[src/spcs_pkg.sv]
// constants and types for the serial port configuration and status register bank
package spcs_pkg;
	localparam logic [15:0] ADDR_MODULE_CTRL = 16'h0001;
	localparam logic [15:0] ADDR_DBG_RATE_NOW = 16'h0014;
	localparam logic [15:0] ADDR_DBG_FORMAT_NOW = 16'h0015;
	localparam logic [15:0] ADDR_MODE_SELECT = 16'h0016;
	localparam logic [15:0] ADDR_MODE_NOW = 16'h0017;
	localparam logic [15:0] ADDR_SPI_SELECT = 16'h0018;
	localparam logic [15:0] ADDR_SPI_NOW = 16'h0019;
	localparam logic [15:0] ADDR_RATE_SELECT = 16'h001A;
	localparam logic [15:0] MODULE_RESET_CODE = 16'h0003;

	localparam int FMT_PARITY_ON_BIT = 0;
	localparam int FMT_PARITY_ODD_BIT = 1;
	localparam int FMT_TWO_STOP_BIT = 2;

	localparam logic [7:0] DBG_RATE_MIN = 8'h01;
	localparam logic [7:0] DBG_RATE_MAX = 8'h07;
	localparam logic [7:0] DBG_RATE_FALLBACK = 8'h07;
	localparam logic [2:0] DBG_FORMAT_FALLBACK = 3'h0;

	localparam logic [1:0] MODE_OFF = 2'h0;
	localparam logic [1:0] MODE_AUTO_CHAIN = 2'h1;
	localparam logic [1:0] MODE_MANUAL_CHAIN = 2'h2;
	localparam logic [1:0] MODE_SPI_SLAVE = 2'h3;
	localparam logic [7:0] MODE_ERROR_CODE = 8'h04;
	localparam logic [1:0] MODE_RESET = MODE_AUTO_CHAIN;

	localparam logic [2:0] SPI_MIN = 3'h1;
	localparam logic [2:0] SPI_MAX = 3'h4;
	localparam logic [2:0] SPI_MASTER_FIXED = 3'h4;
	localparam logic [2:0] SPI_RESET = 3'h4;
	localparam logic [2:0] SPI_DEACTIVATED = 3'h0;

	localparam logic [1:0] RATE_OFF = 2'h0;
	localparam logic [1:0] RATE_RESET = 2'h1;

	typedef enum logic [1:0] {
		SPCS_RUN,
		SPCS_APPLY
	} spcs_state_t;

	// spi code to phase (bit 1) and polarity (bit 0)
	function automatic logic [1:0] spi_code_to_pha_pol(input logic [2:0] code);
		logic [2:0] idx;
		idx = code - 3'h1;
		return idx[1:0];
	endfunction : spi_code_to_pha_pol
endpackage : spcs_pkg

[src/spcs_cfg_if.sv]
// carrier between the register bank and its settings holder
`timescale 1ns/10ps
interface spcs_cfg_if;
	logic apply;
	logic [7:0] sel_dbg_rate;
	logic [2:0] sel_dbg_format;
	logic [1:0] sel_mode;
	logic [2:0] sel_spi;
	logic [1:0] sel_rate;
	logic [7:0] now_dbg_rate;
	logic [2:0] now_dbg_format;
	logic [1:0] now_mode;
	logic [2:0] now_spi;
	logic [1:0] now_rate;

	modport bank (output apply, sel_dbg_rate, sel_dbg_format, sel_mode, sel_spi, sel_rate,
		input now_dbg_rate, now_dbg_format, now_mode, now_spi, now_rate);
	modport holder (input apply, sel_dbg_rate, sel_dbg_format, sel_mode, sel_spi, sel_rate,
		output now_dbg_rate, now_dbg_format, now_mode, now_spi, now_rate);
endinterface : spcs_cfg_if

[src/spcs_active_set.sv]
// settings in force, latched from the written configuration on each apply
`timescale 1ns/10ps
module spcs_active_set (
	input wire logic sys_clk_i, // system clock
	input wire logic reset_i, // sync reset, active high
	input wire logic clk_en_i, // clock enable
	spcs_cfg_if.holder cfg // configuration carrier
);
	logic dbg_rate_ok;
	assign dbg_rate_ok = (cfg.sel_dbg_rate >= spcs_pkg::DBG_RATE_MIN) &&
		(cfg.sel_dbg_rate <= spcs_pkg::DBG_RATE_MAX);

	// debug port: invalid rate falls back to the safe format so the port stays reachable
	always_ff @(posedge sys_clk_i) begin
		if (reset_i) begin
			cfg.now_dbg_rate <= spcs_pkg::DBG_RATE_FALLBACK;
			cfg.now_dbg_format <= spcs_pkg::DBG_FORMAT_FALLBACK;
		end else if (clk_en_i && cfg.apply) begin
			if (dbg_rate_ok) begin
				cfg.now_dbg_rate <= cfg.sel_dbg_rate;
				cfg.now_dbg_format <= cfg.sel_dbg_format;
			end else begin
				cfg.now_dbg_rate <= spcs_pkg::DBG_RATE_FALLBACK;
				cfg.now_dbg_format <= spcs_pkg::DBG_FORMAT_FALLBACK;
			end
		end
	end

	// sync port mode, spi setting and rate
	always_ff @(posedge sys_clk_i) begin
		if (reset_i) begin
			cfg.now_mode <= spcs_pkg::MODE_RESET;
			cfg.now_spi <= spcs_pkg::SPI_MASTER_FIXED;
			cfg.now_rate <= spcs_pkg::RATE_RESET;
		end else if (clk_en_i && cfg.apply) begin
			cfg.now_mode <= cfg.sel_mode;
			cfg.now_rate <= cfg.sel_rate;
			if (cfg.sel_mode == spcs_pkg::MODE_OFF || cfg.sel_rate == spcs_pkg::RATE_OFF) begin
				cfg.now_spi <= spcs_pkg::SPI_DEACTIVATED;
			end else if (cfg.sel_mode == spcs_pkg::MODE_SPI_SLAVE) begin
				cfg.now_spi <= cfg.sel_spi;
			end else begin
				cfg.now_spi <= spcs_pkg::SPI_MASTER_FIXED;
			end
		end
	end
endmodule : spcs_active_set

[src/spcs_regs.sv]
// serial port configuration and status register bank, top level
`timescale 1ns/10ps
module spcs_regs (
	input wire logic sys_clk_i, // system clock, 100 MHz
	input wire logic reset_i, // sync reset, active high
	input wire logic clk_en_i, // freezes all state while low
	input wire logic [15:0] reg_addr_i, // register number
	input wire logic reg_wr_i, // write strobe
	input wire logic [15:0] reg_wdata_i, // write data
	input wire logic reg_rd_i, // read strobe
	output logic [15:0] reg_rdata_o, // read data, registered
	output logic reg_rvalid_o, // read data valid pulse
	output logic reg_err_o, // unmapped or read-only write, pulse
	input wire logic [7:0] dbg_rate_cfg_i, // stored debug-port rate setting
	input wire logic [2:0] dbg_format_cfg_i, // stored debug-port format setting
	input wire logic chain_error_i, // shift chain master in error state
	output logic module_reset_o, // pulse: module reset requested
	output logic [1:0] sync_mode_o, // mode in force
	output logic spi_phase_o, // spi phase in force
	output logic spi_polarity_o, // spi polarity in force
	output logic [1:0] sync_rate_o, // sync-port rate in force
	output logic port_active_o // sync port running
);
	spcs_cfg_if cfg ();

	logic [1:0] mode_select;
	logic [2:0] spi_select;
	logic [1:0] rate_select;
	logic apply_pending;
	logic [7:0] mode_now;
	logic [15:0] next_rdata;
	logic next_err;

	// writable configuration; out-of-range codes are refused and leave the value alone
	always_ff @(posedge sys_clk_i) begin
		if (reset_i) begin
			mode_select <= spcs_pkg::MODE_RESET;
			spi_select <= spcs_pkg::SPI_RESET;
			rate_select <= spcs_pkg::RATE_RESET;
		end else if (clk_en_i && reg_wr_i) begin
			unique case (reg_addr_i)
				spcs_pkg::ADDR_MODE_SELECT: begin
					if (reg_wdata_i <= 16'h0003) begin
						mode_select <= reg_wdata_i[1:0];
					end
				end
				spcs_pkg::ADDR_SPI_SELECT: begin
					if (reg_wdata_i >= 16'(spcs_pkg::SPI_MIN) &&
						reg_wdata_i <= 16'(spcs_pkg::SPI_MAX)) begin
						spi_select <= reg_wdata_i[2:0];
					end
				end
				spcs_pkg::ADDR_RATE_SELECT: begin
					if (reg_wdata_i <= 16'h0003) begin
						rate_select <= reg_wdata_i[1:0];
					end
				end
				default: begin
				end
			endcase
		end
	end

	// module reset command; applies one cycle after the command, and also after power-up
	always_ff @(posedge sys_clk_i) begin
		if (reset_i) begin
			apply_pending <= 1'b1;
		end else if (clk_en_i) begin
			apply_pending <= reg_wr_i && reg_addr_i == spcs_pkg::ADDR_MODULE_CTRL &&
				reg_wdata_i == spcs_pkg::MODULE_RESET_CODE;
		end
	end

	assign cfg.apply = apply_pending;
	assign cfg.sel_dbg_rate = dbg_rate_cfg_i;
	assign cfg.sel_dbg_format = dbg_format_cfg_i;
	assign cfg.sel_mode = mode_select;
	assign cfg.sel_spi = spi_select;
	assign cfg.sel_rate = rate_select;

	spcs_active_set u_active (
		.sys_clk_i(sys_clk_i),
		.reset_i(reset_i),
		.clk_en_i(clk_en_i),
		.cfg(cfg)
	);

	// error code only overrides the chain master modes
	always_comb begin
		if (chain_error_i && (cfg.now_mode == spcs_pkg::MODE_AUTO_CHAIN ||
			cfg.now_mode == spcs_pkg::MODE_MANUAL_CHAIN)) begin
			mode_now = spcs_pkg::MODE_ERROR_CODE;
		end else begin
			mode_now = {6'h00, cfg.now_mode};
		end
	end

	always_comb begin
		next_rdata = 16'h0000;
		next_err = 1'b0;
		unique case (reg_addr_i)
			spcs_pkg::ADDR_DBG_RATE_NOW: next_rdata = {8'h00, cfg.now_dbg_rate};
			spcs_pkg::ADDR_DBG_FORMAT_NOW: begin
				next_rdata[spcs_pkg::FMT_PARITY_ON_BIT] =
					cfg.now_dbg_format[spcs_pkg::FMT_PARITY_ON_BIT];
				next_rdata[spcs_pkg::FMT_PARITY_ODD_BIT] =
					cfg.now_dbg_format[spcs_pkg::FMT_PARITY_ODD_BIT];
				next_rdata[spcs_pkg::FMT_TWO_STOP_BIT] =
					cfg.now_dbg_format[spcs_pkg::FMT_TWO_STOP_BIT];
			end
			spcs_pkg::ADDR_MODE_SELECT: next_rdata = {14'h0000, mode_select};
			spcs_pkg::ADDR_MODE_NOW: next_rdata = {8'h00, mode_now};
			spcs_pkg::ADDR_SPI_SELECT: next_rdata = {13'h0000, spi_select};
			spcs_pkg::ADDR_SPI_NOW: next_rdata = {13'h0000, cfg.now_spi};
			spcs_pkg::ADDR_RATE_SELECT: next_rdata = {14'h0000, rate_select};
			default: next_err = 1'b1;
		endcase
	end

	always_ff @(posedge sys_clk_i) begin
		if (reset_i) begin
			reg_rdata_o <= 16'h0000;
			reg_rvalid_o <= 1'b0;
		end else if (clk_en_i) begin
			reg_rvalid_o <= reg_rd_i;
			if (reg_rd_i) begin
				reg_rdata_o <= next_rdata;
			end
		end
	end

	// write to a read-only or unknown register, or read of an unknown one
	always_ff @(posedge sys_clk_i) begin
		if (reset_i) begin
			reg_err_o <= 1'b0;
		end else if (clk_en_i) begin
			reg_err_o <= (reg_rd_i && next_err) || (reg_wr_i &&
				reg_addr_i != spcs_pkg::ADDR_MODE_SELECT &&
				reg_addr_i != spcs_pkg::ADDR_SPI_SELECT &&
				reg_addr_i != spcs_pkg::ADDR_RATE_SELECT &&
				reg_addr_i != spcs_pkg::ADDR_MODULE_CTRL);
		end
	end

	assign module_reset_o = apply_pending;
	assign sync_mode_o = cfg.now_mode;
	assign {spi_phase_o, spi_polarity_o} = (cfg.now_spi == spcs_pkg::SPI_DEACTIVATED) ?
		2'h3 : spcs_pkg::spi_code_to_pha_pol(cfg.now_spi);
	assign sync_rate_o = cfg.now_rate;
	assign port_active_o = cfg.now_spi != spcs_pkg::SPI_DEACTIVATED;
endmodule : spcs_regs

[config.mk]
export PLATFORM = sky130hd
export DESIGN_NAME = spcs_regs
export DESIGN_NICKNAME = d
export VERILOG_FILES = /design/src/spcs_pkg.sv /design/src/spcs_cfg_if.sv /design/src/spcs_active_set.sv /design/src/spcs_regs.sv
export SDC_FILE = /design/constraint.sdc
export NUM_CORES = 1
export LEC_CHECK = 0
export BUFFER_PORTS_ARGS = -buffer_cell sky130_fd_sc_hd__buf_2
export CELL_PAD_IN_SITES_DETAIL_PLACEMENT = 1
export CELL_PAD_IN_SITES_GLOBAL_PLACEMENT = 1
export CORE_ASPECT_RATIO = 0.8
export CORE_MARGIN = 2
export CORE_UTILIZATION = 35
export DETAILED_ROUTE_END_ITERATION = 16
export PLACE_DENSITY = 0.87
export SETUP_SLACK_MARGIN = 0.02
export SLEW_MARGIN = 5
export SYNTH_ARGS = -nofsm -noshare
export SYNTH_HDL_FRONTEND = slang
export SYNTH_HIERARCHICAL = 1
export SYNTH_SLANG_ARGS = --single-unit
[constraint.sdc]
create_clock -name sys_clk_i -period 2.1 [get_ports sys_clk_i]
set_input_delay 0.21 -clock sys_clk_i [delete_from_list [all_inputs] [get_ports sys_clk_i]]
set_output_delay 0.21 -clock sys_clk_i [all_outputs]
set_load 0.01 [all_outputs]
[Yosys cells after proc, flatten, opt, wreduce, memory -nomap -nowiden]
Index checks and enable logic that the tools add are counted.
Operators by class
  $lt $le $gt $ge: 5
  reductions and logical operators: 24
  muxes and demuxes: 9
  equality and inequality tests: 16
  add/subtract/negate cells: 1
Operators by type and width (count)
  $eq A16 B5 Y1 const B: 7
  $ne A16 B5 Y1 const B: 3
  $pmux W3 S7: 1
  $eq A16 B1 Y1 const B: 1
  $eq A16 B2 Y1 const B: 1
  $ge A16 B1 Y1 const B: 1
  $le A16 B2 Y1 const B: 1
  $le A16 B3 Y1 const B: 1
  $ne A16 B1 Y1 const B: 1
  $logic_and A1 B1 Y1: 12
  $mux W3: 4
  $pmux W5 S2: 1
  $reduce_and A3 Y1: 3
  $ge A8 B1 Y1 const B: 1
  $le A8 B3 Y1 const B: 1
  $mux W8: 1
  $reduce_or A7 Y1: 1
  $eq A2 B2 Y1 const B: 2
  $logic_not A2 Y1: 2
  $logic_not A3 Y1: 1
  $logic_or A1 B1 Y1: 3
  $reduce_bool A3 Y1: 1
  $eq A2 B1 Y1 const B: 1
  $mux W2: 1
  3 further kinds: 3
Word-level totals
  input port bits: 49
  logic and storage cells: 67
  output and inout bits: 26
  register bits: 44

[Logic depth before layout (Yosys ltp)]
Gate-level depths: netlist (run 1).
  word-level depth: 6
  depth in mapped cells: 6
  depth with buffers taken out: 5

[Hierarchy]
The synthesis (run 1) kept the hierarchy.
Modules (own cells, without submodules)
  spcs_regs: area an instance 1280.0 um2, cells each 152, instances 1, seq. area each 360.3 um2
  spcs_active_set: area an instance 639.4 um2, cells each 61, instances 1, seq. area each 360.3 um2

[Worst setup path before layout (run 1)]
Ideal clock, no wire load.
  path type: input-to-reg
  from: input port reg_addr_i[9]
  to: register spi_select[2], in the netlist cfg.sel_spi[2]
  setup slack: 0.472 ns
  setup time: 0.120 ns
  arrival time: 1.509 ns
  data required time: 1.980 ns
  stages on the path: 5
  buffers on the path: 0
  cell sequence: nor4_4 > nand4_2 > nor3_2 > nor2b_1 > a211o_1
Between the ends
  cells in the longest elaborated chain, start to end: 2
RTL lines
  from (decl): line spcs_regs.sv:7  | input wire logic [15:0] reg_addr_i,
  $eq A16 B5 Y1: line spcs_regs.sv:41  | unique case (reg_addr_i)
  $reduce_and A3 Y1 (no source line)
  to (signal assigned): line spcs_regs.sv:38  | spi_select <= spcs_pkg::SPI_RESET;
  to (signal assigned): line spcs_regs.sv:50  | spi_select <= reg_wdata_i[2:0];
  to (decl): line spcs_regs.sv:27  | logic [2:0] spi_select;
No other way between the ends.
A chain may end at the register's enable or synchronous reset.

[Final worst setup path (run 1)]
  from: register apply_pending, in the netlist module_reset_o
  to: register u_active.cfg.now_dbg_rate[1]
Between the ends
  cells in the longest elaborated chain, start to end: 1
RTL lines
  from (decl): line spcs_regs.sv:29  | logic apply_pending;
  from (signal assigned): line spcs_regs.sv:69  | apply_pending <= reg_wr_i && reg_addr_i == spcs_pkg::ADDR_MODULE_CTRL &&
  $logic_and A1 B1 Y1: line spcs_active_set.sv:18  | end else if (clk_en_i && cfg.apply) begin
  to (signal assigned): line spcs_active_set.sv:16  | cfg.now_dbg_rate <= spcs_pkg::DBG_RATE_FALLBACK;
  to (signal assigned): line spcs_active_set.sv:20  | cfg.now_dbg_rate <= cfg.sel_dbg_rate;
  to (signal assigned): line spcs_active_set.sv:23  | cfg.now_dbg_rate <= spcs_pkg::DBG_RATE_FALLBACK;
  to (decl): line spcs_cfg_if.sv:19  | output now_dbg_rate, now_dbg_format, now_mode, now_spi, now_rate);
No other way between the ends.

==> metrics.md, run 1 <==
| Metric | Value |
|---|---|
| GRT Residual Overflow | `0` |
| Global Route Usage Sum | `19.62%` |
| Die height | `70.24 um` |
| Post-synthesis sequential area ratio | `37.55%` |
| Placed cell count | `343` |
| Met2 Use GR | `31.98%` |
| Syn Area/Cell | `9.011 um2` |
| Routability cong. | `0.8458` |
| Status | `finished, final reports clean` |
| Placed cell area | `2313 um2` |
| IO Pins | `75` |
| CTS tree | `built` |
| Max Freq | `0.6251 GHz` |
| Full die area | `6096 um2` |
| Most used routing layer | `met2` |
| Synth area leader | `dfxtp_1` |
| Endpoint class of the critical path | `flop` |
| Avg WL per Cell | `15.51 um` |
| Post-CTS setup buffer count | `0` |
| Root buf cell | `clkbuf_8` |
| Diode count | `0` |
| CP arrival | `1.79 ns` |
| Fin crit share | `76.17%` |
| DIE WIDTH | `86.80 um` |
| Global routing met3 resource utilization | `5.792%` |
| # H-tree levels | `2` |
| Number of max-cap violations | `0` |
| Clock sink count | `36` |
| HPWL after DPL | `4301 um` |
| Power consumption | `1.392 mW` |
| Initial antenna violation count | `0` |
| Peak supply drop | `0.0003748 V` |
| Starting Density | `35.71%` |
| RSZ-0062 raised after global routing | `false` |
| Ranking of synthesized cells by area | `dfxtp_1 38%, nand2_1 4.5%, nor4_4 4.4%, mux2i_1 3.7%, a21oi_1 3.4%` |
| Drt total wl | `5445 um` |
| Hold buffers post-CTS | `0` |
| Vias in the first global route | `1897` |
| WP data required | `2.29 ns` |
| Area grow syn2layout | `25.23%` |
| Worst Skew | `0.004701 ns` |
| Top_reg_cell synth | `dfxtp_1` |
| WS Path Type | `reg2reg` |
| Clk slew on worst S/H paths | `0.07 ns` |
| FF-to-FF Start | `module_reset_o` |
| Yosys cell types | `48` |
| Gate count of the mapped netlist | `213` |
| Most frequent cell after synthesis | `dfxtp_1` |
| Yosys top cell area share | `37.55%` |
| First-pass GRT wire length | `9315 um` |
| DRT antenna net count | `0` |
| Number of flops mapped to enable cells by yosys | `0` |
| Worst-path fanout max | `10` |
| DR iter-0 viols | `116` |
| Clock Latency Late Sink | `0.29 ns` |
| WHS | `0.1537 ns` |
| Crit path to | `u_active/cfg.now_dbg_rate[1]` |
| Via density | `5.330` |
| Slew Limit Headroom | `63.48%` |
| Worst Setup Start Kind | `flop` |
| Via count | `1871` |
| Post-route insts no fill | `351` |
| Crit path from | `module_reset_o` |
| DRC viols | `0` |
| Final worst path period need | `1.600 ns` |
| Worst-Margin Slew | `0.5478 ns` |
| Final #Nets | `335` |
| Core Footprint | `5375 um2` |
| Fin. Hold Viols | `0` |
| Post-synthesis async set-or-reset flop share | `0%` |
| CTS Buf Count | `5` |
| Worst Hold Depth | `2` |
| Worst hold path class | `in2reg` |
| CTS Buffer Depth | `2` |
| Port Buffers | `66` |
| Pins Over Slew Limit | `0` |
| Mapped Area | `1919 um2` |
| Synth warn | `6` |
| Synth top cells by count | `36 x dfxtp_1, 23 x nand2_1, 17 x nor2_1` |
| Pin count of the biggest net entering global routing | `28` |
| Share of cells above drive strength 1 | `32.17%` |
| Cell Rows | `24` |
| Post-CTS sizing | `0` |
| Pwr Density | `579.1 nW/um2` |
| Finished Cell Area | `2404 um2` |
| Worst Reg2Reg Path Length in Cells | `3` |
| P_leak | `0.9687 nW` |
| Met1 usage | `25.40%` |
| Drt pass-1 iters | `4` |
| Count of final setup violators | `0` |
| RR Endpoint | `u_active/cfg.now_dbg_rate[1]` |
| Setup_tns | `0 ns` |
| Minimum setup slack among reg-to-reg paths | `0.50 ns` |
| Yosys reg bits | `36` |
==> critical path, cell delays in order (launching register included) <==
cell	delay, ns
dfxtp_1	0.51
nand3b_1	0.21
or4b_4	0.57
o22a_1	0.21
==> kinds of logic after synthesis <==
kind of cell	share of synthesized area [%]
compound gates	18.77
xor+xnor	0.4564
fa+ha+maj	0.6518
buf+inv	5.607
flops	37.55
mux	3.651
other cells	0.1954
simple gates	33.12
==> how the worst min path moves through the flow <==
| stage | from | to | slack (ns) |
|---|---|---|---|
| after global placement | reg_rdata_o[2] | reg_rdata_o[2] | 0.44 |
| after global routing | dbg_format_cfg_i[0] | u_active/cfg.now_dbg_format[0] | 0.14 |
| after detailed placement | reg_rdata_o[2] | reg_rdata_o[2] | 0.44 |
| after CTS | dbg_rate_cfg_i[0] | u_active/cfg.now_dbg_rate[0] | 0.15 |
| after floorplan | reg_wdata_i[0] | cfg.sel_mode[0] | 0.33 |
| final | dbg_rate_cfg_i[0] | u_active/cfg.now_dbg_rate[0] | 0.15 |
==> flip-flops by register name (all words and copies together), names as in the netlist <==
name / flops
u_active/cfg.now_rate: 2
u_active/cfg.now_mode: 2
reg_rdata_o: 8
u_active/cfg.now_spi: 3
cfg.sel_mode: 2
u_active/cfg.now_dbg_format: 3
module_reset_o: 1
reg_rvalid_o: 1
cfg.sel_spi: 3
u_active/cfg.now_dbg_rate: 8
cfg.sel_rate: 2
reg_err_o: 1
==> layout make-up <==
cell class / instances / area, um2
timing repair buffer: 71 / 367.9
clock buffer: 8 / 90.09
fill: 674 / 2972
sequential: 36 / 720.7
inverter: 7 / 26.28
tap: 65 / 81.33
multi-input combinational: 164 / 1117
==> where the power goes <==
group / switching, mW / leakage [nW] / internal (mW)
Sequential: 0.00870 / 0.292 / 0.691
Combinational: 0.106 / 0.632 / 0.0722
Clock: 0.247 / 0.0455 / 0.268
Total: 0.361 / 0.969 / 1.03
==> layout by cell type (no fill, tap or decap), types with 3 or more instances in the layout <==
cell type  instances
a22oi_1            5
nor4_1             3
nor2b_1            7
nor2_1            17
buf_4              5
a211o_1            5
nor3_1             5
and2_1             6
nand2b_1           3
a32o_1             5
a21oi_1           13
o211ai_1           3
mux2i_1            7
and4_2             3
o22a_1             3
o21ai_0            3
buf_2             66
nand3_1            4
nor4_4             4
conb_1             8
nand2_1           23
nand4_1            6
inv_1              7
o21ai_1            3
clkbuf_8           6
dfxtp_1           36
==> layer usage <==
metal	up-vias	wire length (um)	share of wire, %
met4	0	39	0.72
met3	4	248	4.6
met1	903	2518	46
met2	46	2638	48
li1	918	-	-
met5	-	0	0
==> stage by stage <==
stage / util, % / setup WS (ns)
floorplan: - / 0.4718
global placement: 43.04 / 0.3596
detailed placement: 43.04 / 0.2866
CTS: 44.72 / 0.5231
global route: 44.72 / 0.4011
finish: 44.72 / 0.5003
Note: power is estimated with default switching activity, not from simulation.
==> inputs of run 2 (changes only) <==
ABC_AREA = 1   (was unset)
CORE_UTILIZATION = 30   (was 35)
PLACE_DENSITY = 0.83   (was 0.87)
clock period = 1.4 ns   (was 2.1 ns; I/O delays follow)
==> run 2 against run 1 <==
  * Sequential share of layout area down 2.2 points
  * Die area grew 26%
  * Largest power group unchanged
  * Synthesized cell count increased by 53%
  * Final area up 8.6%
  * Critical path depth grew 1
  * Setup slack worse by 0.39 ns
==> metrics.md, run 2 <==
| Metric | Value |
|---|---|
| IO Pins | `75` |
| # H-tree levels | `2` |
| Yosys cell types | `32` |
| Final core utilization | `38.27%` |
| Global Route Usage Sum | `15.87%` |
| Pwr Density | `833.1 nW/um2` |
| Synth top cells by count | `79 x nand2_1, 54 x nor2_1, 36 x dfxtp_1` |
| Most frequent cell after synthesis | `nand2_1` |
| WS Path Type | `reg2out` |
| First-pass GRT wire length | `9936 um` |
| Count of final setup violators | `0` |
| Clock Latency Late Sink | `0.29 ns` |
| Number of max-cap violations | `0` |
| Worst Skew | `0.008188 ns` |
| Drt pass-1 iters | `4` |
| Yosys reg bits | `36` |
| Post-synthesis sequential area ratio | `34.22%` |
| RSZ-0062 raised after global routing | `false` |
| DR iter-0 viols | `78` |
| DRC viols | `0` |
| Avg WL per Cell | `12.61 um` |
| DIE WIDTH | `97.67 um` |
| Area grow syn2layout | `24.00%` |
| CTS Buf Count | `5` |
| Number of flops mapped to enable cells by yosys | `0` |
| Synth area leader | `dfxtp_1` |
| Via density | `4.643` |
| Crit path from | `u_active/cfg.now_spi[0]` |
| CTS tree | `built` |
| Core Footprint | `6824 um2` |
| Final Worst Setup Slack | `0.1101 ns` |
| Fin. Hold Viols | `0` |
| Setup WS pre-CTS | `-0.02376 ns` |
| Drt total wl | `6115 um` |
| Layout fillers | `913` |
| Yosys top cell area share | `34.22%` |
| Power consumption | `2.175 mW` |
| Root buf cell | `clkbuf_8` |
| Vias in the first global route | `2182` |
| FF-to-FF Start | `u_active/cfg.now_mode[1]` |
| Diode count | `0` |
| Max Freq | `0.7753 GHz` |
| Gate count of the mapped netlist | `325` |
| Routability cong. | `0.8629` |
| Share of cells above drive strength 1 | `28.89%` |
| Full die area | `7710 um2` |
| Syn Area/Cell | `6.479 um2` |
| Hold Path Origin | `dbg_format_cfg_i[0]` |
| Ranking of synthesized cells by area | `dfxtp_1 34%, nand2_1 14%, nor2_1 9.6%, nand3_1 7.4%, inv_1 5.2%` |
| GRT Residual Overflow | `0` |
| Mapped Area | `2106 um2` |
| Synth warn | `6` |
| P_leak | `1.277 nW` |
| Worst-path fanout max | `3` |
| CTS Buffer Depth | `2` |
| Worst hold path class | `in2reg` |
| Clock sink count | `36` |
| Clk slew on worst S/H paths | `0.07 ns` |
| Status | `finished, final reports clean` |
| Top_reg_cell synth | `dfxtp_1` |
| Post-synthesis async set-or-reset flop share | `0%` |
| Cell Rows | `27` |
| Pin count of the biggest net entering global routing | `15` |
| Largest regs | `reg_rdata_o x8, u_active/cfg.now_dbg_rate x8` |
| Worst Setup Start Kind | `flop` |
| Peak supply drop | `0.0003566 V` |
| CP arrival | `1.15 ns` |
| DRT antenna net count | `0` |
| Final #Nets | `447` |
| Post-route insts no fill | `485` |
| Commonest cells after routing, fill and taps aside | `78 x nand2_1, 66 x buf_2, 54 x nor2_1, 34 x dfxtp_1, 31 x nand3_1` |
| Port Buffers | `66` |
| Fin crit share | `92.13%` |
| Final worst path period need | `1.290 ns` |
| Endpoint class of the critical path | `output port` |
| Setup_tns | `0 ns` |
| Most common cell after layout, fill and taps aside | `nand2_1` |
| WP data required | `1.26 ns` |
| Placed cell count | `476` |
| Starting Density | `30.86%` |
| Pins Over Slew Limit | `0` |
| HPWL after DPL | `5034 um` |
| Initial antenna violation count | `0` |
| Die height | `78.94 um` |
| Via count | `2252` |
-- run 2: cell types whose count changed after synthesis, sizes merged, moves of 7 or more --
cell,previous run,this run
nor4,7,0
mux2i,7,0
a21oi,13,23
nor2,17,65
nand2,23,83
nand3,5,32
o21ai,6,16
inv,7,36
nor2b,7,0
-- run 2: where the power goes --
part | total (mW) | switching [mW] | internal (mW)
combinational | 0.321 | 0.194 | 0.127
sequential | 1.08 | 0.0222 | 1.06
clock | 0.776 | 0.383 | 0.393
total | 2.18 | 0.599 | 1.58
-- run 2: logic make-up after synthesis --
logic type / after synthesis / share of synthesized area, %
and+or+nand+nor: 191 / 41.12
buffers and inverters: 53 / 12.48
AOI/OAI and AO/OA: 43 / 11.41
DFF: 36 / 34.22
adders and majority gates: 1 / 0.5941
other: 1 / 0.1781
-- run 2: timing repair --
item | CTS | global route
gates resized for setup | 1 | 3
pin swaps | 0 | 0
hold buffers | 0 | 0
buffers inserted | 0 | 1
endpoints found under the hold margin | 0 | 0
setup endpoints to repair | 2 | 3
-- run 2: area by class of cell --
cell class / instances / area [um2] / area share (%)
multi-input combinational: 243 / 1151 / 44.08
clock inverter: 2 / 10.01 / 0.3833
clock buffer: 6 / 82.58 / 3.162
timing repair buffer: 75 / 397.9 / 15.24
inverter: 36 / 135.1 / 5.175
tap: 87 / 108.9 / 4.169
sequential: 36 / 725.7 / 27.79
-- run 2: final timing paths --
check	end	slack (ns)	cells past startpoint
hold reg to reg	u_active/cfg.now_dbg_rate[3]	0.45	2
setup / recovery	spi_phase_o	0.11	4
setup reg to reg	reg_rdata_o[1]	0.25	8
hold / removal	u_active/cfg.now_dbg_format[0]	0.13	3
-- run 2: layer usage --
metal | part of all wire [%] | global-route usage, % | up-vias
met5 | 0 | 0 | -
met4 | 0.80 | 3.750 | 0
met3 | 3.7 | 3.521 | 6
met2 | 50 | 29.17 | 41
met1 | 46 | 18.97 | 1048
li1 | - | - | 1157
-- run 2: critical path: stages, from the launching register on --
cell     delay (ns)
dfxtp_4        0.35
inv_1          0.04
ha_1           0.29
nand2_1        0.06
buf_2          0.12
-- run 2: metrics by stage --
step | instance area [um2] | hold WS, ns
6_report | 2611 | 0.1274
5_1_grt | 2611 | 0.1313
4_1_cts | 2597 | 0.1223
3_5_place_dp | 2504 | 0.4320
3_3_place_gp | 2504 | 0.4252
2_1_floorplan | 2132 | 0.2662
==> inputs of run 3 (changes only) <==
BUFFER_PORTS_ARGS = -buffer_cell sky130_fd_sc_hd__clkbuf_2   (was -buffer_cell sky130_fd_sc_hd__buf_2)
==> run 3 against run 2 <==
  * Sequential power hardly changed
  * Hold slack worse by 0.011 ns
  * Clock power is 29% higher
  * Flip-flop and latch count stayed put
  * Critical endpoint unchanged
  * Clock-buffer cell count is 1 higher
  * Critical path type unchanged
  * Total power is 10% higher
==> metrics.md, run 3 (same netlist as run 2, synthesis figures left out) <==
| Metric | Value |
|---|---|
| Final worst path period need | `1.297 ns` |
| Count of final setup violators | `0` |
| Max Freq | `0.7710 GHz` |
| Status | `finished, final reports clean` |
| Avg WL per Cell | `12.57 um` |
| Post-CTS setup buffer count | `0` |
| # H-tree levels | `2` |
| WP data required | `1.26 ns` |
| Share of cells above drive strength 1 | `28.17%` |
| Vias in the first global route | `2255` |
| Drt pass-1 iters | `4` |
| WS Path Type | `reg2out` |
| Port Buffers | `66` |
| Hold buffers post-CTS | `0` |
| Most common cell after layout, fill and taps aside | `nand2_1` |
| First-pass GRT wire length | `10200 um` |
| Initial antenna violation count | `0` |
| Slowest CP cell | `dfxtp_4` |
| Area grow syn2layout | `24.18%` |
| CP arrival | `1.16 ns` |
| Cell Rows | `27` |
| Clk slew on worst S/H paths | `0.07 ns` |
| CTS Buffer Depth | `2` |
| IO Pins | `75` |
| Die height | `78.94 um` |
| Post-route insts no fill | `481` |
| Global Route Usage Sum | `16.16%` |
| Clock Latency Late Sink | `0.29 ns` |
| DR iter-0 viols | `106` |
| DRC viols | `0` |
| Placed cell count | `473` |
| Worst-path fanout max | `4` |
| Layout fillers | `930` |
| CTS tree | `built` |
| Full die area | `7710 um2` |
| RSZ-0062 raised after global routing | `false` |
| Largest regs | `reg_rdata_o x8, u_active/cfg.now_dbg_rate x8` |
| Final #Nets | `443` |
| Root buf cell | `clkbuf_8` |
| Via count | `2226` |
| HPWL after DPL | `5022 um` |
| Power consumption | `2.393 mW` |
| Via density | `4.628` |
| Cell Chain, Critical Path | `inv_1 > ha_1 > nand2_1 > clkbuf_2` |
| P_leak | `1.279 nW` |
| Setup_tns | `0 ns` |
| Fin crit share | `92.65%` |
| Worst Skew | `0.01042 ns` |
| Endpoint class of the critical path | `output port` |
| Routability cong. | `0.8561` |
| Starting Density | `30.86%` |
| Fin. Hold Viols | `0` |
| Pwr Density | `915.3 nW/um2` |
| Peak supply drop | `0.0005056 V` |
| CTS Buf Count | `5` |
| Core Footprint | `6824 um2` |
| Pins Over Slew Limit | `0` |
| Pin count of the biggest net entering global routing | `20` |
| Number of max-cap violations | `0` |
| WHS | `0.1163 ns` |
| GRT Residual Overflow | `0` |
| Worst path max stage delay | `0.37 ns` |
| DRT antenna net count | `0` |
| Clock sink count | `36` |
| Drt total wl | `6045 um` |
| DIE WIDTH | `97.67 um` |
| Diode count | `0` |
| Worst Setup Start Kind | `flop` |
| Worst hold path class | `in2reg` |
| Commonest cells after routing, fill and taps aside | `78 x nand2_1, 66 x clkbuf_2, 54 x nor2_1, 34 x dfxtp_1, 31 x nand3_1` |
## run 3: cell count changes in the layout (fill, tap and decap cells not counted), sizes merged
cell / delta
buf: -70
clkbuf: +67
clkinv: -2
bufinv: +1
## run 3: through the flow
stage	utilization, %	setup WS [ns]	cell area [um2]
after global routing	38.32	0.04522	2615
after detailed placement	36.36	0.03439	2481
final	38.32	0.1029	2615
after CTS	38.23	0.04732	2609
after floorplan	-	0.2957	2132
after global placement	36.36	0.06719	2481
## run 3: path summary, 6_finish.rpt
check                                                   from                              to  slack, ns  depth (start not counted)
worst min register to register  u_active/cfg.now_dbg_rate[5]    u_active/cfg.now_dbg_rate[5]       0.44                          2
worst max register to register      u_active/cfg.now_mode[1]                  reg_rdata_o[0]       0.27                          8
worst min-delay path                     dbg_format_cfg_i[2]  u_active/cfg.now_dbg_format[2]       0.12                          3
worst max-delay path                 u_active/cfg.now_spi[0]                     spi_phase_o       0.10                          4
## run 3: power by group
group / switching, mW / internal [mW]
Combinational: 0.193 / 0.122
Clock: 0.370 / 0.628
Sequential: 0.0233 / 1.06
## run 3: routing by layer
metal	wire length, um	vias to the layer above	share of wire [%]	GRT usage (%)
met2	3018	37	50	29.86
met3	204	4	3.4	3.785
li1	-	1147	-	-
met5	0	-	0	0
met4	15	0	0.25	2.083
met1	2806	1038	46	19.74
## run 3: timing repair
action,4_1_cts,5_1_grt
pin swaps,0,0
gates resized for setup,1,3
setup endpoints to repair,1,3
## run 3: critical path: cells and delay by family, from the launching register on
family                   cells  cell delay, ns
adder cells (fa/ha/maj)      1            0.28
buffers and inverters        2            0.17
AND/OR/NAND/NOR              1            0.06
flip-flops                   1            0.37
## run 3: layout make-up
type,count,area (um2),area share (%)
clock buffer,7,96.34,3.684
clock inverter,1,30.03,1.148
inverter,36,135.1,5.167
multi-input combinational,243,1151,44.02
sequential,36,725.7,27.75
tap,87,108.9,4.163
timing repair buffer,71,367.9,14.07
